`src/include/rss_pkg.sv`:
```
// Purpose: Shared constants and types for the regulator supervisor with serial slave.
// Assumes: mclk runs at 20 MHz; all times below are converted to mclk cycles here.
// Notes: Times are kept in microseconds as printed; cycle counts derive from them.
package rss_pkg;

  // Clock period in nanoseconds.
  localparam int MCLK_PERIOD_NS = 50;

  // Reference start-up time to communication enable (typical figure, max is 200 us).
  localparam int REF_START_US = 130;
  // Channel enable to internal channel-on time (typical figure, max is 250 us).
  localparam int CH_ON_US = 150;
  // Overcurrent timer interval.
  localparam int OCP_TIMER_US = 1000;

  // Converts microseconds to whole mclk cycles, never less than one.
  function automatic int rss_us_to_cyc(input int us);
    int c;
    c = (us * 1000) / MCLK_PERIOD_NS;
    return (c < 1) ? 1 : c;
  endfunction : rss_us_to_cyc

  localparam int REF_CYC = rss_us_to_cyc(REF_START_US);
  localparam int CH_CYC = rss_us_to_cyc(CH_ON_US);
  localparam int OCP_CYC_DEF = rss_us_to_cyc(OCP_TIMER_US);

  // Counter widths.
  localparam int DLY_W = 12;
  localparam int OCP_W = 16;

  // Channel indices.
  localparam int NCH = 3;
  localparam int CH_B1 = 0;
  localparam int CH_B2 = 1;
  localparam int CH_LDO = 2;

  // Soft-start setting width per channel.
  localparam int SS_W = 4;

  // Serial byte handling.
  localparam int BYTE_W = 8;
  localparam logic [3:0] BITS_BYTE = 4'h8;
  localparam logic [3:0] BITS_TX_LAST = 4'h7;
  localparam logic [6:0] SLAVE_ADDR_DEF = 7'h2A; // Arbitrary default value.

  // Receive FIFO: one flag bit marking the first data byte, then the byte.
  localparam int FIFO_W = BYTE_W + 1;
  localparam int FIFO_D = 32;

  // Positions of the synchronised pin inputs.
  localparam int SY_MAIN = 0;
  localparam int SY_CH = 1;   // Three channel enable pins, 1..3.
  localparam int SY_UVLO = 4;
  localparam int SY_TSD = 5;
  localparam int SY_OC = 6;   // Three overcurrent trips, 6..8.
  localparam int SY_LSS = 9;
  localparam int SY_H85 = 10; // Three comparators, 10..12.
  localparam int SY_H75 = 13; // Three comparators, 13..15.
  localparam int SY_SCL = 16;
  localparam int SY_SDA = 17;
  localparam int SYN_W = 18;

  // Supervisor modes.
  typedef enum logic [1:0] {
    SV_STBY = 2'b00,
    SV_REFUP = 2'b01,
    SV_RUN = 2'b10,
    SV_ERR = 2'b11
  } rss_sv_t;

  // Serial slave states.
  typedef enum logic [2:0] {
    I2_IDLE = 3'b000,
    I2_RX = 3'b001,
    I2_ACK = 3'b010,
    I2_TX = 3'b011,
    I2_RACK = 3'b100,
    I2_WAIT = 3'b101
  } rss_i2_t;

endpackage : rss_pkg

```
`src/include/rss_stream_if.sv`:
```
// Purpose: Valid/ready byte stream between the supervisor and its receive FIFO.
// Assumes: Both ends run on mclk.
// Notes: The source holds data while valid is high and ready is low.
`timescale 1ns/1ps
`default_nettype none
interface rss_stream_if #(parameter int W = 9);
  logic [W-1:0] data;
  logic valid;
  logic ready;
  modport src (output data, output valid, input ready);
  modport snk (input data, input valid, output ready);
endinterface : rss_stream_if
`default_nettype wire

```
`src/verilog/rss_fifo.sv`:
```
// Purpose: Synchronous FIFO with a registered output stage.
// Assumes: Single clock, one writer and one reader.
// Notes: The output word and its valid come straight from flip-flops.
`timescale 1ns/1ps
`default_nettype none
module rss_fifo
  import rss_pkg::*;
#(
  parameter int WIDTH = FIFO_W,
  parameter int DEPTH = FIFO_D
) (
  input wire logic mclk,
  input wire logic rst,
  input wire logic clk_en,
  rss_stream_if.snk wr,
  rss_stream_if.src rd
);
  localparam int AW = $clog2(DEPTH);

  typedef struct packed {
    logic [DEPTH-1:0][WIDTH-1:0] mem;
    logic [AW-1:0] wp;
    logic [AW-1:0] rp;
    logic [AW:0] cnt;
    logic [WIDTH-1:0] dout;
    logic vout;
  } rss_fifo_st_t;

  rss_fifo_st_t s;
  rss_fifo_st_t n;
  logic push;
  logic pop;

  // Full is honest: the writer sees ready low once every slot holds a word.
  assign wr.ready = (s.cnt != (AW + 1)'(DEPTH));
  assign rd.data = s.dout;
  assign rd.valid = s.vout;
  assign push = wr.valid && wr.ready;
  assign pop = (s.cnt != '0) && (!s.vout || rd.ready);

  // Next state: refill the output stage whenever it is empty or being taken.
  always_comb begin
    n = s;
    if (rd.ready && s.vout) begin
      n.vout = 1'b0;
    end
    if (pop) begin
      n.dout = s.mem[s.rp];
      n.vout = 1'b1;
      n.rp = s.rp + AW'(1);
    end
    if (push) begin
      n.mem[s.wp] = wr.data;
      n.wp = s.wp + AW'(1);
    end
    n.cnt = s.cnt + (AW + 1)'(push) - (AW + 1)'(pop);
  end

  // State register, frozen while the clock enable is low.
  always_ff @(posedge mclk or posedge rst) begin
    if (rst) begin
      s <= '0;
    end else if (clk_en) begin
      s <= n;
    end
  end

endmodule : rss_fifo
`default_nettype wire

```
`src/verilog/rss_supervisor.sv`:
```
// Purpose: Regulator supervisor: channel sequencing, protection, power-good and serial slave.
// Assumes: Pins are asynchronous to mclk; serial on/off bits and soft-start settings
//   come from logic on mclk; rst is the power-on reset.
// Notes: Received bytes go to a FIFO; read data are supplied on rd_byte.
`timescale 1ns/1ps
`default_nettype none
module rss_supervisor
  import rss_pkg::*;
#(
  parameter int OCP_CYCLES = OCP_CYC_DEF,
  parameter logic [6:0] SLAVE_ADDR = SLAVE_ADDR_DEF
) (
  input wire logic mclk,
  input wire logic rst,
  input wire logic clk_en,
  input wire logic main_enable_pin,
  input wire logic buck1_enable_pin,
  input wire logic buck2_enable_pin,
  input wire logic ldo_enable_pin,
  input wire logic undervoltage,
  input wire logic thermal_trip,
  input wire logic [NCH-1:0] overcurrent_trip,
  input wire logic ldo_below_soft_start,
  input wire logic [NCH-1:0] above_85,
  input wire logic [NCH-1:0] above_75,
  input wire logic [NCH-1:0] serial_on,
  input wire logic [NCH*SS_W-1:0] ss_setting,
  input wire logic scl_in,
  input wire logic sda_in,
  input wire logic [BYTE_W-1:0] rd_byte,
  input wire logic rx_ready,
  output logic [NCH-1:0] channel_on,
  output logic [NCH-1:0] discharge,
  output logic [NCH-1:0] current_limit,
  output logic [NCH-1:0] buck1_power_good_vec_unused_guard,
  output logic [NCH-1:0] soft_start_en,
  output logic [NCH*SS_W-1:0] ss_time,
  output logic comm_enabled,
  output logic fault_oe_n,
  output logic sda_out,
  output logic sda_oe_n,
  output logic [FIFO_W-1:0] rx_data,
  output logic rx_valid
);

  typedef struct packed {
    logic [SYN_W-1:0] s1;
    logic [SYN_W-1:0] s2;
    logic scl_d;
    logic sda_d;
    rss_sv_t sv;
    logic [DLY_W-1:0] ref_cnt;
    logic [NCH-1:0][DLY_W-1:0] on_cnt;
    logic [NCH-1:0][OCP_W-1:0] oc_cnt;
    logic [NCH-1:0] on;
    logic [NCH-1:0] dis;
    logic [NCH-1:0] pg;
    logic [NCH-1:0] ss_en;
    logic [NCH-1:0] ilim;
    logic [NCH-1:0][SS_W-1:0] ss_t;
    logic comm_en;
    logic fault_oe_n;
    rss_i2_t ist;
    logic [3:0] bitc;
    logic [BYTE_W-1:0] sh;
    logic addr_ph;
    logic rw;
    logic first;
    logic sda_o;
    logic sda_oe_n;
    logic push;
    logic [FIFO_W-1:0] pdata;
  } rss_st_t;

  rss_st_t s;
  rss_st_t n;
  rss_stream_if #(.W(FIFO_W)) fin ();
  rss_stream_if #(.W(FIFO_W)) fout ();

  logic [SYN_W-1:0] raw;
  logic main_s;
  logic uvlo_s;
  logic tsd_s;
  logic lss_s;
  logic scl_s;
  logic sda_s;
  logic [NCH-1:0] pin_s;
  logic [NCH-1:0] oc_s;
  logic [NCH-1:0] h85_s;
  logic [NCH-1:0] h75_s;
  logic [NCH-1:0] req;
  logic [NCH-1:0] oc_cond;
  logic [NCH-1:0] expire;
  logic scl_rise;
  logic scl_fall;
  logic start_c;
  logic stop_c;

  // Counter helper shared by every delay and timer.
  function automatic logic [OCP_W-1:0] rss_inc(input logic [OCP_W-1:0] v);
    return v + OCP_W'(1);
  endfunction : rss_inc

  // Every pin passes two flip-flops; only the second stage is read below.
  assign raw = {sda_in, scl_in, above_75, above_85, ldo_below_soft_start, overcurrent_trip,
                thermal_trip, undervoltage, ldo_enable_pin, buck2_enable_pin,
                buck1_enable_pin, main_enable_pin};
  assign main_s = s.s2[SY_MAIN];
  assign pin_s = s.s2[SY_CH +: NCH];
  assign uvlo_s = s.s2[SY_UVLO];
  assign tsd_s = s.s2[SY_TSD];
  assign oc_s = s.s2[SY_OC +: NCH];
  assign lss_s = s.s2[SY_LSS];
  assign h85_s = s.s2[SY_H85 +: NCH];
  assign h75_s = s.s2[SY_H75 +: NCH];
  assign scl_s = s.s2[SY_SCL];
  assign sda_s = s.s2[SY_SDA];

  // Pin and serial control combine as in the priority table; both high counts as off.
  assign req = pin_s ^ serial_on;

  // Overcurrent condition per channel; the LDO ignores it in its soft-start region.
  always_comb begin
    oc_cond = s.on & oc_s;
    if (lss_s) begin
      oc_cond[CH_LDO] = 1'b0;
    end
    for (int i = 0; i < NCH; i++) begin
      expire[i] = oc_cond[i] && (s.oc_cnt[i] == OCP_W'(OCP_CYCLES - 1));
    end
  end

  // Serial line events, taken on the synchronised copies only.
  assign scl_rise = scl_s && !s.scl_d;
  assign scl_fall = !scl_s && s.scl_d;
  assign start_c = scl_s && s.scl_d && !sda_s && s.sda_d;
  assign stop_c = scl_s && s.scl_d && sda_s && !s.sda_d;

  assign fin.valid = s.push;
  assign fin.data = s.pdata;
  assign fout.ready = rx_ready;

  // All next-state logic: supervisor, channels, power-good and the serial slave.
  always_comb begin
    n = s;
    n.s1 = raw;
    n.s2 = s.s1;
    n.scl_d = scl_s;
    n.sda_d = sda_s;
    n.push = 1'b0;

    // Supervisor modes.
    case (s.sv)
      SV_STBY: begin
        if (main_s) begin
          n.sv = SV_REFUP;
          n.ref_cnt = '0;
        end
      end
      SV_REFUP: begin
        if (s.ref_cnt == DLY_W'(REF_CYC - 1)) begin
          n.sv = SV_RUN;
          n.comm_en = 1'b1;
        end else begin
          n.ref_cnt = DLY_W'(rss_inc(OCP_W'(s.ref_cnt)));
        end
      end
      SV_RUN: begin
        if (tsd_s && (|req)) begin
          n.sv = SV_ERR;
        end else if (|expire) begin
          n.sv = SV_ERR;
        end
      end
      SV_ERR: begin
        n.sv = SV_ERR; // Held until main drops or power-up.
      end
      default: begin
        n.sv = SV_STBY;
      end
    endcase

    // Main enable low always returns to standby; this is the only exit from error.
    if (!main_s) begin
      n.sv = SV_STBY;
      n.comm_en = 1'b0;
    end

    // Channel sequencing; anything other than a healthy run turns every channel off.
    if (n.sv != SV_RUN || (s.sv == SV_RUN && uvlo_s)) begin
      n.on = '0;
      n.on_cnt = '0;
      n.oc_cnt = '0;
    end else begin
      for (int i = 0; i < NCH; i++) begin
        if (!req[i]) begin
          n.on[i] = 1'b0;
          n.on_cnt[i] = '0;
        end else if (!s.on[i]) begin
          // Restart after undervoltage uses the enables as they stand now.
          if (s.on_cnt[i] == DLY_W'(CH_CYC - 1)) begin
            n.on[i] = 1'b1;
            n.ss_t[i] = ss_setting[i*SS_W +: SS_W];
          end else begin
            n.on_cnt[i] = DLY_W'(rss_inc(OCP_W'(s.on_cnt[i])));
          end
        end
        // The timer only runs while the condition lasts.
        if (oc_cond[i]) begin
          n.oc_cnt[i] = rss_inc(s.oc_cnt[i]);
        end else begin
          n.oc_cnt[i] = '0;
        end
      end
    end

    // Discharge, current limit, soft-start and power-good per channel.
    for (int i = 0; i < NCH; i++) begin
      n.dis[i] = !n.on[i];
      n.ilim[i] = n.on[i] && oc_s[i];
      if (!n.on[i]) begin
        n.ss_en[i] = 1'b0;
        n.pg[i] = 1'b0;
      end else begin
        if (!s.on[i]) begin
          n.ss_en[i] = 1'b1;
        end else if (h85_s[i]) begin
          n.ss_en[i] = 1'b0;
        end
        if (h85_s[i]) begin
          n.pg[i] = 1'b1;
        end else if (!h75_s[i]) begin
          n.pg[i] = 1'b0;
        end
      end
    end
    // Undervoltage leaves the fault output alone; only the error mode pulls it.
    n.fault_oe_n = (n.sv != SV_ERR);

    // Serial slave; it never drives the clock and only ever pulls data low.
    n.sda_o = 1'b0;
    if (!n.comm_en) begin
      n.ist = I2_IDLE;
      n.sda_oe_n = 1'b1;
    end else if (start_c) begin
      n.ist = I2_RX;
      n.bitc = '0;
      n.addr_ph = 1'b1;
      n.sda_oe_n = 1'b1;
    end else if (stop_c) begin
      n.ist = I2_IDLE;
      n.sda_oe_n = 1'b1;
    end else begin
      case (s.ist)
        I2_IDLE: begin
          n.sda_oe_n = 1'b1;
        end
        I2_RX: begin
          if (scl_rise) begin
            n.sh = {s.sh[BYTE_W-2:0], sda_s};
            n.bitc = s.bitc + 4'h1;
          end else if (scl_fall && s.bitc == BITS_BYTE) begin
            // The acknowledge is put out in the low phase ahead of the ninth clock.
            n.bitc = '0;
            if (s.addr_ph) begin
              n.addr_ph = 1'b0;
              if (s.sh[BYTE_W-1:1] == SLAVE_ADDR) begin
                n.rw = s.sh[0];
                n.first = 1'b1;
                n.sda_oe_n = 1'b0;
                n.ist = I2_ACK;
              end else begin
                n.ist = I2_WAIT; // Foreign address, left unacknowledged.
              end
            end else if (fin.ready) begin
              n.push = 1'b1;
              n.pdata = {s.first, s.sh};
              n.first = 1'b0;
              n.sda_oe_n = 1'b0;
              n.ist = I2_ACK;
            end else begin
              n.ist = I2_WAIT; // A full FIFO refuses the byte.
            end
          end
        end
        I2_ACK: begin
          if (scl_fall) begin
            n.bitc = '0;
            if (s.rw) begin
              n.sh = rd_byte;
              n.sda_oe_n = rd_byte[BYTE_W-1];
              n.ist = I2_TX;
            end else begin
              n.sda_oe_n = 1'b1;
              n.ist = I2_RX;
            end
          end
        end
        I2_TX: begin
          if (scl_fall) begin
            if (s.bitc == BITS_TX_LAST) begin
              n.sda_oe_n = 1'b1;
              n.ist = I2_RACK;
            end else begin
              n.sh = {s.sh[BYTE_W-2:0], 1'b0};
              n.sda_oe_n = s.sh[BYTE_W-2];
              n.bitc = s.bitc + 4'h1;
            end
          end
        end
        I2_RACK: begin
          if (scl_rise) begin
            n.ist = sda_s ? I2_WAIT : I2_ACK;
          end
        end
        I2_WAIT: begin
          n.sda_oe_n = 1'b1;
        end
        default: begin
          n.ist = I2_IDLE;
          n.sda_oe_n = 1'b1;
        end
      endcase
    end
  end

  // State register; reset holds the data and fault lines released.
  always_ff @(posedge mclk or posedge rst) begin
    if (rst) begin
      s <= '0;
      s.sda_oe_n <= 1'b1;
      s.fault_oe_n <= 1'b1;
    end else if (clk_en) begin
      s <= n;
    end
  end

  // Received bytes wait here; a stalled reader makes the slave refuse further bytes.
  rss_fifo #(
    .WIDTH(FIFO_W),
    .DEPTH(FIFO_D)
  ) u_fifo (
    .mclk(mclk),
    .rst(rst),
    .clk_en(clk_en),
    .wr(fin),
    .rd(fout)
  );

  // Outputs, each straight from a flip-flop.
  assign channel_on = s.on;
  assign discharge = s.dis;
  assign current_limit = s.ilim;
  assign buck1_power_good_vec_unused_guard = s.pg;
  assign soft_start_en = s.ss_en;
  assign ss_time = s.ss_t;
  assign comm_enabled = s.comm_en;
  assign fault_oe_n = s.fault_oe_n;
  assign sda_out = s.sda_o;
  assign sda_oe_n = s.sda_oe_n;
  assign rx_data = fout.data;
  assign rx_valid = fout.valid;

endmodule : rss_supervisor
`default_nettype wire
```
`config.mk`:
```
export PLATFORM = sky130hd
export DESIGN_NAME = rss_supervisor
export DESIGN_NICKNAME = d
export VERILOG_FILES = /design/src/include/rss_pkg.sv /design/src/include/rss_stream_if.sv /design/src/verilog/rss_fifo.sv /design/src/verilog/rss_supervisor.sv
export SDC_FILE = /design/constraint.sdc
export NUM_CORES = 1
export LEC_CHECK = 0
export BUFFER_PORTS_ARGS = -buffer_cell sky130_fd_sc_hd__buf_2
export CORE_MARGIN = 10
export CORE_UTILIZATION = 25
export DETAILED_ROUTE_END_ITERATION = 8
export SKIP_CTS_REPAIR_TIMING = 1
export SYNTH_ARGS = -nofsm -noshare
export SYNTH_HDL_FRONTEND = slang
export SYNTH_HIERARCHICAL = 1
export SYNTH_SLANG_ARGS = --single-unit
```
`constraint.sdc`:
```
create_clock -name mclk -period 33.6 [get_ports mclk]
set_clock_uncertainty 0.15 [all_clocks]
set_input_delay 6.72 -clock mclk [delete_from_list [all_inputs] [get_ports mclk]]
set_output_delay 6.72 -clock mclk [all_outputs]
set_load 0.01 [all_outputs]
```
=== After elaboration in Yosys (flattened, before gate mapping) ===
Cells that the tools add are included.

* Output and inout bits: 41
* Bits of input ports: 45
* Logic and storage cells: 327
* Register bits: 508

* Bitwise gates (word level): 10
* Multiplexer cells: 106
* Add/subtract/negate cells: 12
* Order comparisons: 3
* Reductions and logical operators: 67
* Equal/unequal tests: 57

{| class="wikitable"
|+ Operators with widths
! cell !! count
|-
| bitwise mux 288 bit || 1
|-
| 2-to-1 mux 12 bit || 11
|-
| 2-to-1 mux 87 bit || 1
|-
| 2-to-1 mux 10 bit || 5
|-
| adder 12 x 1 -> 12 bit (second input constant) || 4
|-
| adder 16 x 1 -> 16 bit (second input constant) || 3
|-
| == test 12 bit (second input constant) || 4
|-
| == test 16 x 15 -> 1 bit (second input constant) || 3
|-
| 2-to-1 mux 16 bit || 3
|-
| 2-to-1 mux 1 bit || 46
|-
| binary-select mux 9 bit (select 5 bit) || 1
|-
| demux 9 bit (select 5 bit) || 1
|-
| 2-to-1 mux 15 bit || 3
|-
| 2-to-1 mux 3 bit || 12
|-
| inequality test 3 bit (second input constant) || 12
|-
| one-hot mux 12 bit (3 select lines) || 1
|-
| 2-to-1 mux 11 bit || 3
|-
| inequality test 5 bit (second input constant) || 6
|-
| AND reduction 9 bit || 3
|-
| one-hot mux 12 bit (2 select lines) || 1
|-
| AND reduction 8 bit || 3
|-
| logical AND 1 bit || 20
|-
| inequality test 2 bit (second input constant) || 10
|-
| 2-to-1 mux 9 bit || 2
|-
| other kinds (47) || 96
|}

=== Logic depth before layout (Yosys ltp) ===
* Word-level depth: 13
* Gate-level depth with buffers: 13
* Gate-level depth less buffers: 13

=== Hierarchy ===
The synthesis kept the hierarchy.

{| class="wikitable"
|+ By module, submodules not included
! module !! instances !! cells each !! sequential area each (um^2) !! area each (um^2)
|-
| rss_fifo || 1 || 963 || 7857.5 || 14869.3
|-
| rss_supervisor || 1 || 1015 || 4857.2 || 9984.6
|}

=== Worst setup path before layout ===
No wires, ideal clock.

* Path kind: input-to-reg
* Start: in serial_on[2]
* End: reg s, in the netlist ss_time[0]
* Path slack: 24.809 ns
* Stages: 7
* Required time: 33.325 ns
* Data arrival time: 8.516 ns
* Setup time: 0.125 ns
* Buffers on the path: 0
* Cells stage by stage: xor2_1 o31a_1 a31oi_1 a31o_2 nand2_1 nor4_4 mux2_2

* Longest elaborated chain between the ends: 10

{| class="wikitable"
|+ RTL lines
! item !! RTL line !! source
|-
| start: declaration || rss_supervisor.sv:26 || <nowiki>input wire logic [NCH-1:0] serial_on,</nowiki>
|-
| XOR 3 bit || rss_supervisor.sv:120 || <nowiki>assign req = pin_s ^ serial_on;</nowiki>
|-
| OR reduction 3 bit || rss_supervisor.sv:169 || <nowiki>if (tsd_s && (|req)) begin</nowiki>
|-
| logical AND 1 bit || rss_supervisor.sv:169 ||
|-
| 2-to-1 mux 2 bit || rss_supervisor.sv:169 ||
|-
| one-hot mux 2 bit (4 select lines) || rss_supervisor.sv:153 || <nowiki>case (s.sv)</nowiki>
|-
| 2-to-1 mux 2 bit || rss_supervisor.sv:184 || <nowiki>if (!main_s) begin</nowiki>
|-
| inequality test 2 bit || rss_supervisor.sv:190 || <nowiki>if (n.sv != SV_RUN || (s.sv == SV_RUN && uvlo_s)) begin</nowiki>
|-
| logical OR 1 bit || rss_supervisor.sv:190 ||
|-
| NOT 1 bit (no source line) || n/a ||
|-
| AND reduction 5 bit (no source line) || n/a ||
|-
| end signal: assignment || rss_supervisor.sv:334 || <nowiki>s <= n;</nowiki>
|-
| end: declaration || rss_supervisor.sv:75 || <nowiki>rss_st_t s;</nowiki>
|}

Every way passes these cells.
A chain may end at the register's enable or synchronous reset.

=== Worst setup path in the final report ===
* Start: in clk_en
* End: reg s, in the netlist ss_time[11]

* Longest elaborated chain between the ends: 1

{| class="wikitable"
|+ RTL lines
! item !! RTL line !! source
|-
| start: declaration || rss_supervisor.sv:15 || <nowiki>input wire logic clk_en,</nowiki>
|-
| AND reduction 5 bit (no source line) || n/a ||
|}

Every way passes these cells.

==> results.json <==
{
  "fillCellCount": 10026,
  "cp.depth": 7,
  "detail_route.vias_per_cell": 4.71,
  "grt_start_max_net_pins": 124,
  "swShare_pct": 27.6,
  "worst_slew_pin_slew_ps": 1180,
  "relSlewSlack_pct": 21.6,
  "postSynth.topFlopCell": "sky130_fd_sc_hd__dfrtp_1",
  "switching_power_uw": 398,
  "hold_path.class": "reg2reg",
  "max-vdd-ir-drop_mv": 0.0427,
  "avgSynthCellArea_um2": 12.6,
  "seq_area_frac_synth_pct": 51.2,
  "yosysWarningCount": 6,
  "detail_route.iter0.violations": 1052,
  "gp_congestion": 0.766,
  "layout_common_cells": "sky130_fd_sc_hd__dfrtp_1 (503), sky130_fd_sc_hd__mux2_2 (354), sky130_fd_sc_hd__nand2_1 (113), sky130_fd_sc_hd__o21ai_0 (84), sky130_fd_sc_hd__buf_2 (83)",
  "final_hold_viol_count": 0,
  "clock_power_share_pct": 39.8,
  "endpoint_kind": "register",
  "timing.fmax_mhz": 105,
  "vias": 15621,
  "layout.cells.most_common": "sky130_fd_sc_hd__dfrtp_1",
  "ff2ff_path_depth": 6,
  "grt_overflow_total": 0,
  "result_of_the_run": "finished, final reports clean",
  "cts_inserted_buffers": 49,
  "synth_edf_count": 0,
  "startpoint_type": "input pin",
  "core_um2": 98600,
  "layout-drive-gt1-share_pct": 33.2,
  "crit_family": "buffers and inverters",
  "setup.worst_path.class": "in2reg",
  "maximum_buffer_depth_of_the_clock_tree": 3,
  "cts_root_buf": "sky130_fd_sc_hd__clkbuf_16",
  "maximum_fanout_encountered_on_the_critical_timing_path": 78,
  "drt-wirelength-per-cell_um": 17.3,
  "dieHeight_um": 335,
  "post-route-drc-count": 0,
  "place.detailed.hpwl_mm": 36.6,
  "cts_tree": "yes",
  "place.port_buffers": 84,
  "syn_area_um2": 24900,
  "comb_power_share_pct": 13.4,
  "die_width_um": 335,
  "critical_path_buf_inv_count": 4,
  "fin_util_pct": 28.4,
  "cell_internal_pwr_mw": 1.04,
  "i_o_pins": 86,
  "drt_first_pass_iters": 5,
  "floorplan.rows": 115,
  "grt_pass1_vias": 15840,
  "grt_antenna_before_repair": 6,
  "cts.reportedPaths.clkPinSlew_ps": 60,
  "synth.distinct_cells": 79,
  "cp.required_ps": 33900,
  "layoutNonFillerInstCount": 3315,
  "setup-violations-final": 0,
  "n_antenna_cell": 0,
  "hold_slack_ps": 330,
  "die_area_um2": 112000,
  "p_seq_share_pct": 46.8,
  "timing.critical_path.cells": "buf_4, buf_4, inv_2, buf_4, nor3_1, nand3_1, mux2_2",
  "cp_arrival_ps": 9810,
  "area.sequential_um2": 12700,
  "dp_cells": 3228,
  "grt_pass1_wl_mm": 92.4,
  "timing.setup.tns_ps": 0,
  "area_growth_pct": 12.6,
  "numClockSinks": 508,
  "post_synth_inst_count": 1978,
  "synth_nets": 2046,
  "timing.critical_path.mode_cell": "sky130_fd_sc_hd__buf_4",
  "grt_setup_unrepaired": "false",
  "maxCapViolations": 0,
  "final_max_slew_viol_count": 0,
  "global_route.usage.total_pct": 10.0,
  "final_antenna_net_count": 0,
  "clock_insertion_delay_worst_skew_ps": 590,
  "synth-seq-cells": 508,
  "worst_path_max_delay_cell": "sky130_fd_sc_hd__buf_4",
  "htree_levels": 2,
  "power.static_leakage_nw": 13.1,
  "critPathMaxStageDelay_ps": 780,
  "synthArstFlopShare_pct": 100,
  "multiInputGateArea_um2": 11200,
  "min_delay_path_depth": 1,
  "routed_wl_mm": 57.3,
  "nNetsFinal": 2060,
  "final.period_utilization_pct": 28.3,
  "initial_core_util_pct": 25.2,
  "post-route-min-period_ps": 9510,
  "power-per-cell-area_nw_per_um2": 51.5
}
power groups by stage:
stage	sequential, mW	combinational [mW]	clock, mW
after global placement	0.687	0.194	0
final	0.674	0.193	0.574
after detailed placement	0.687	0.195	0
after global routing	0.679	0.212	0.619
after floorplan	0.651	0.178	0
after CTS	0.675	0.196	0.589
worst paths after layout:
check                                         start                            end  slack (ps)
max                                          clk_en        ss_time[11]$_DFFE_PP0P_       24090
min                        discharge[1]$_DFFE_PP0P_       discharge[1]$_DFFE_PP0P_         330
max reg2reg                u_fifo/s[16]$_DFFE_PP0P_  u_fifo/rd.data[8]$_DFFE_PP0P_       30040
min reg2reg                discharge[1]$_DFFE_PP0P_       discharge[1]$_DFFE_PP0P_         330
max in group asynchronous                       rst      u_fifo/s[157]$_DFFE_PP0P_       25510
min in group asynchronous                       rst       u_fifo/s[12]$_DFFE_PP0P_        6270
metal layers:
metal / up-vias / GRT usage, % / wire length (um)
li1: 7265 / - / -
met1: 7992 / 14.4 / 27800
met2: 284 / 15.3 / 25400
met3: 70 / 2.50 / 3320
met4: 10 / 1.60 / 770
met5: - / 0 / 69
flip-flops by register name (all words and copies together), names as in the netlist, 9 cells and up:
register and cells:
fin.data 9, n 20, s 120, ss_time 12, u_fifo/rd.data 9, u_fifo/s 304
metrics by stage:
step | worst slack (ps) | instance area, um2 | power [mW]
6_report | 24090 | 28000 | 1.44
5_1_grt | 23730 | 28000 | 1.51
4_1_cts | 24080 | 28000 | 1.46
3_5_place_dp | 23500 | 26300 | 0.882
3_3_place_gp | 23500 | 26300 | 0.881
2_1_floorplan | 18040 | 24900 | 0.830
kinds of logic (layout without fill, tap and decap cells):
group / Yosys count / after routing / synth area share (%)
buffers and inverters: 199 / 249 / 3.95
flip-flops: 508 / 508 / 51.2
XOR/XNOR: 29 / 29 / 1.02
other: 1 / 1 / 0.0151
adder cells (fa/ha/maj): 23 / 23 / 1.19
AO/OA/AOI/OAI: 276 / 276 / 7.38
AND/OR/NAND/NOR: 472 / 472 / 10.9
multiplexers: 470 / 470 / 24.4
final cells by class:
type	count	share of cell area, %
sequential	508	45.5
inverter	55	0.791
clock buffer	74	5.22
timing repair buffer	107	2.13
multi-input combinational	1271	39.9
clock inverter	13	0.738
tap	1287	5.76
cell usage after synthesis (21+ instances only):
cell type	n	area [um2]
sky130_fd_sc_hd__nor2b_1	23	144
sky130_fd_sc_hd__a31oi_1	21	131
sky130_fd_sc_hd__mux4_2	68	1530
sky130_fd_sc_hd__clkbuf_1	67	251
sky130_fd_sc_hd__ha_1	22	275
sky130_fd_sc_hd__nand2_1	113	424
sky130_fd_sc_hd__inv_1	54	203
sky130_fd_sc_hd__nor3_1	26	130
sky130_fd_sc_hd__dfrtp_1	506	12700
sky130_fd_sc_hd__nand2_4	32	360
sky130_fd_sc_hd__o21ai_0	84	420
sky130_fd_sc_hd__nand3_1	68	340
sky130_fd_sc_hd__nor2_1	65	244
sky130_fd_sc_hd__mux2_2	354	3990
sky130_fd_sc_hd__buf_4	38	285
sky130_fd_sc_hd__a21oi_1	52	260
sky130_fd_sc_hd__mux2i_1	38	380
sky130_fd_sc_hd__and3_1	25	156
Note: power is estimated with default switching activity, not from simulation.
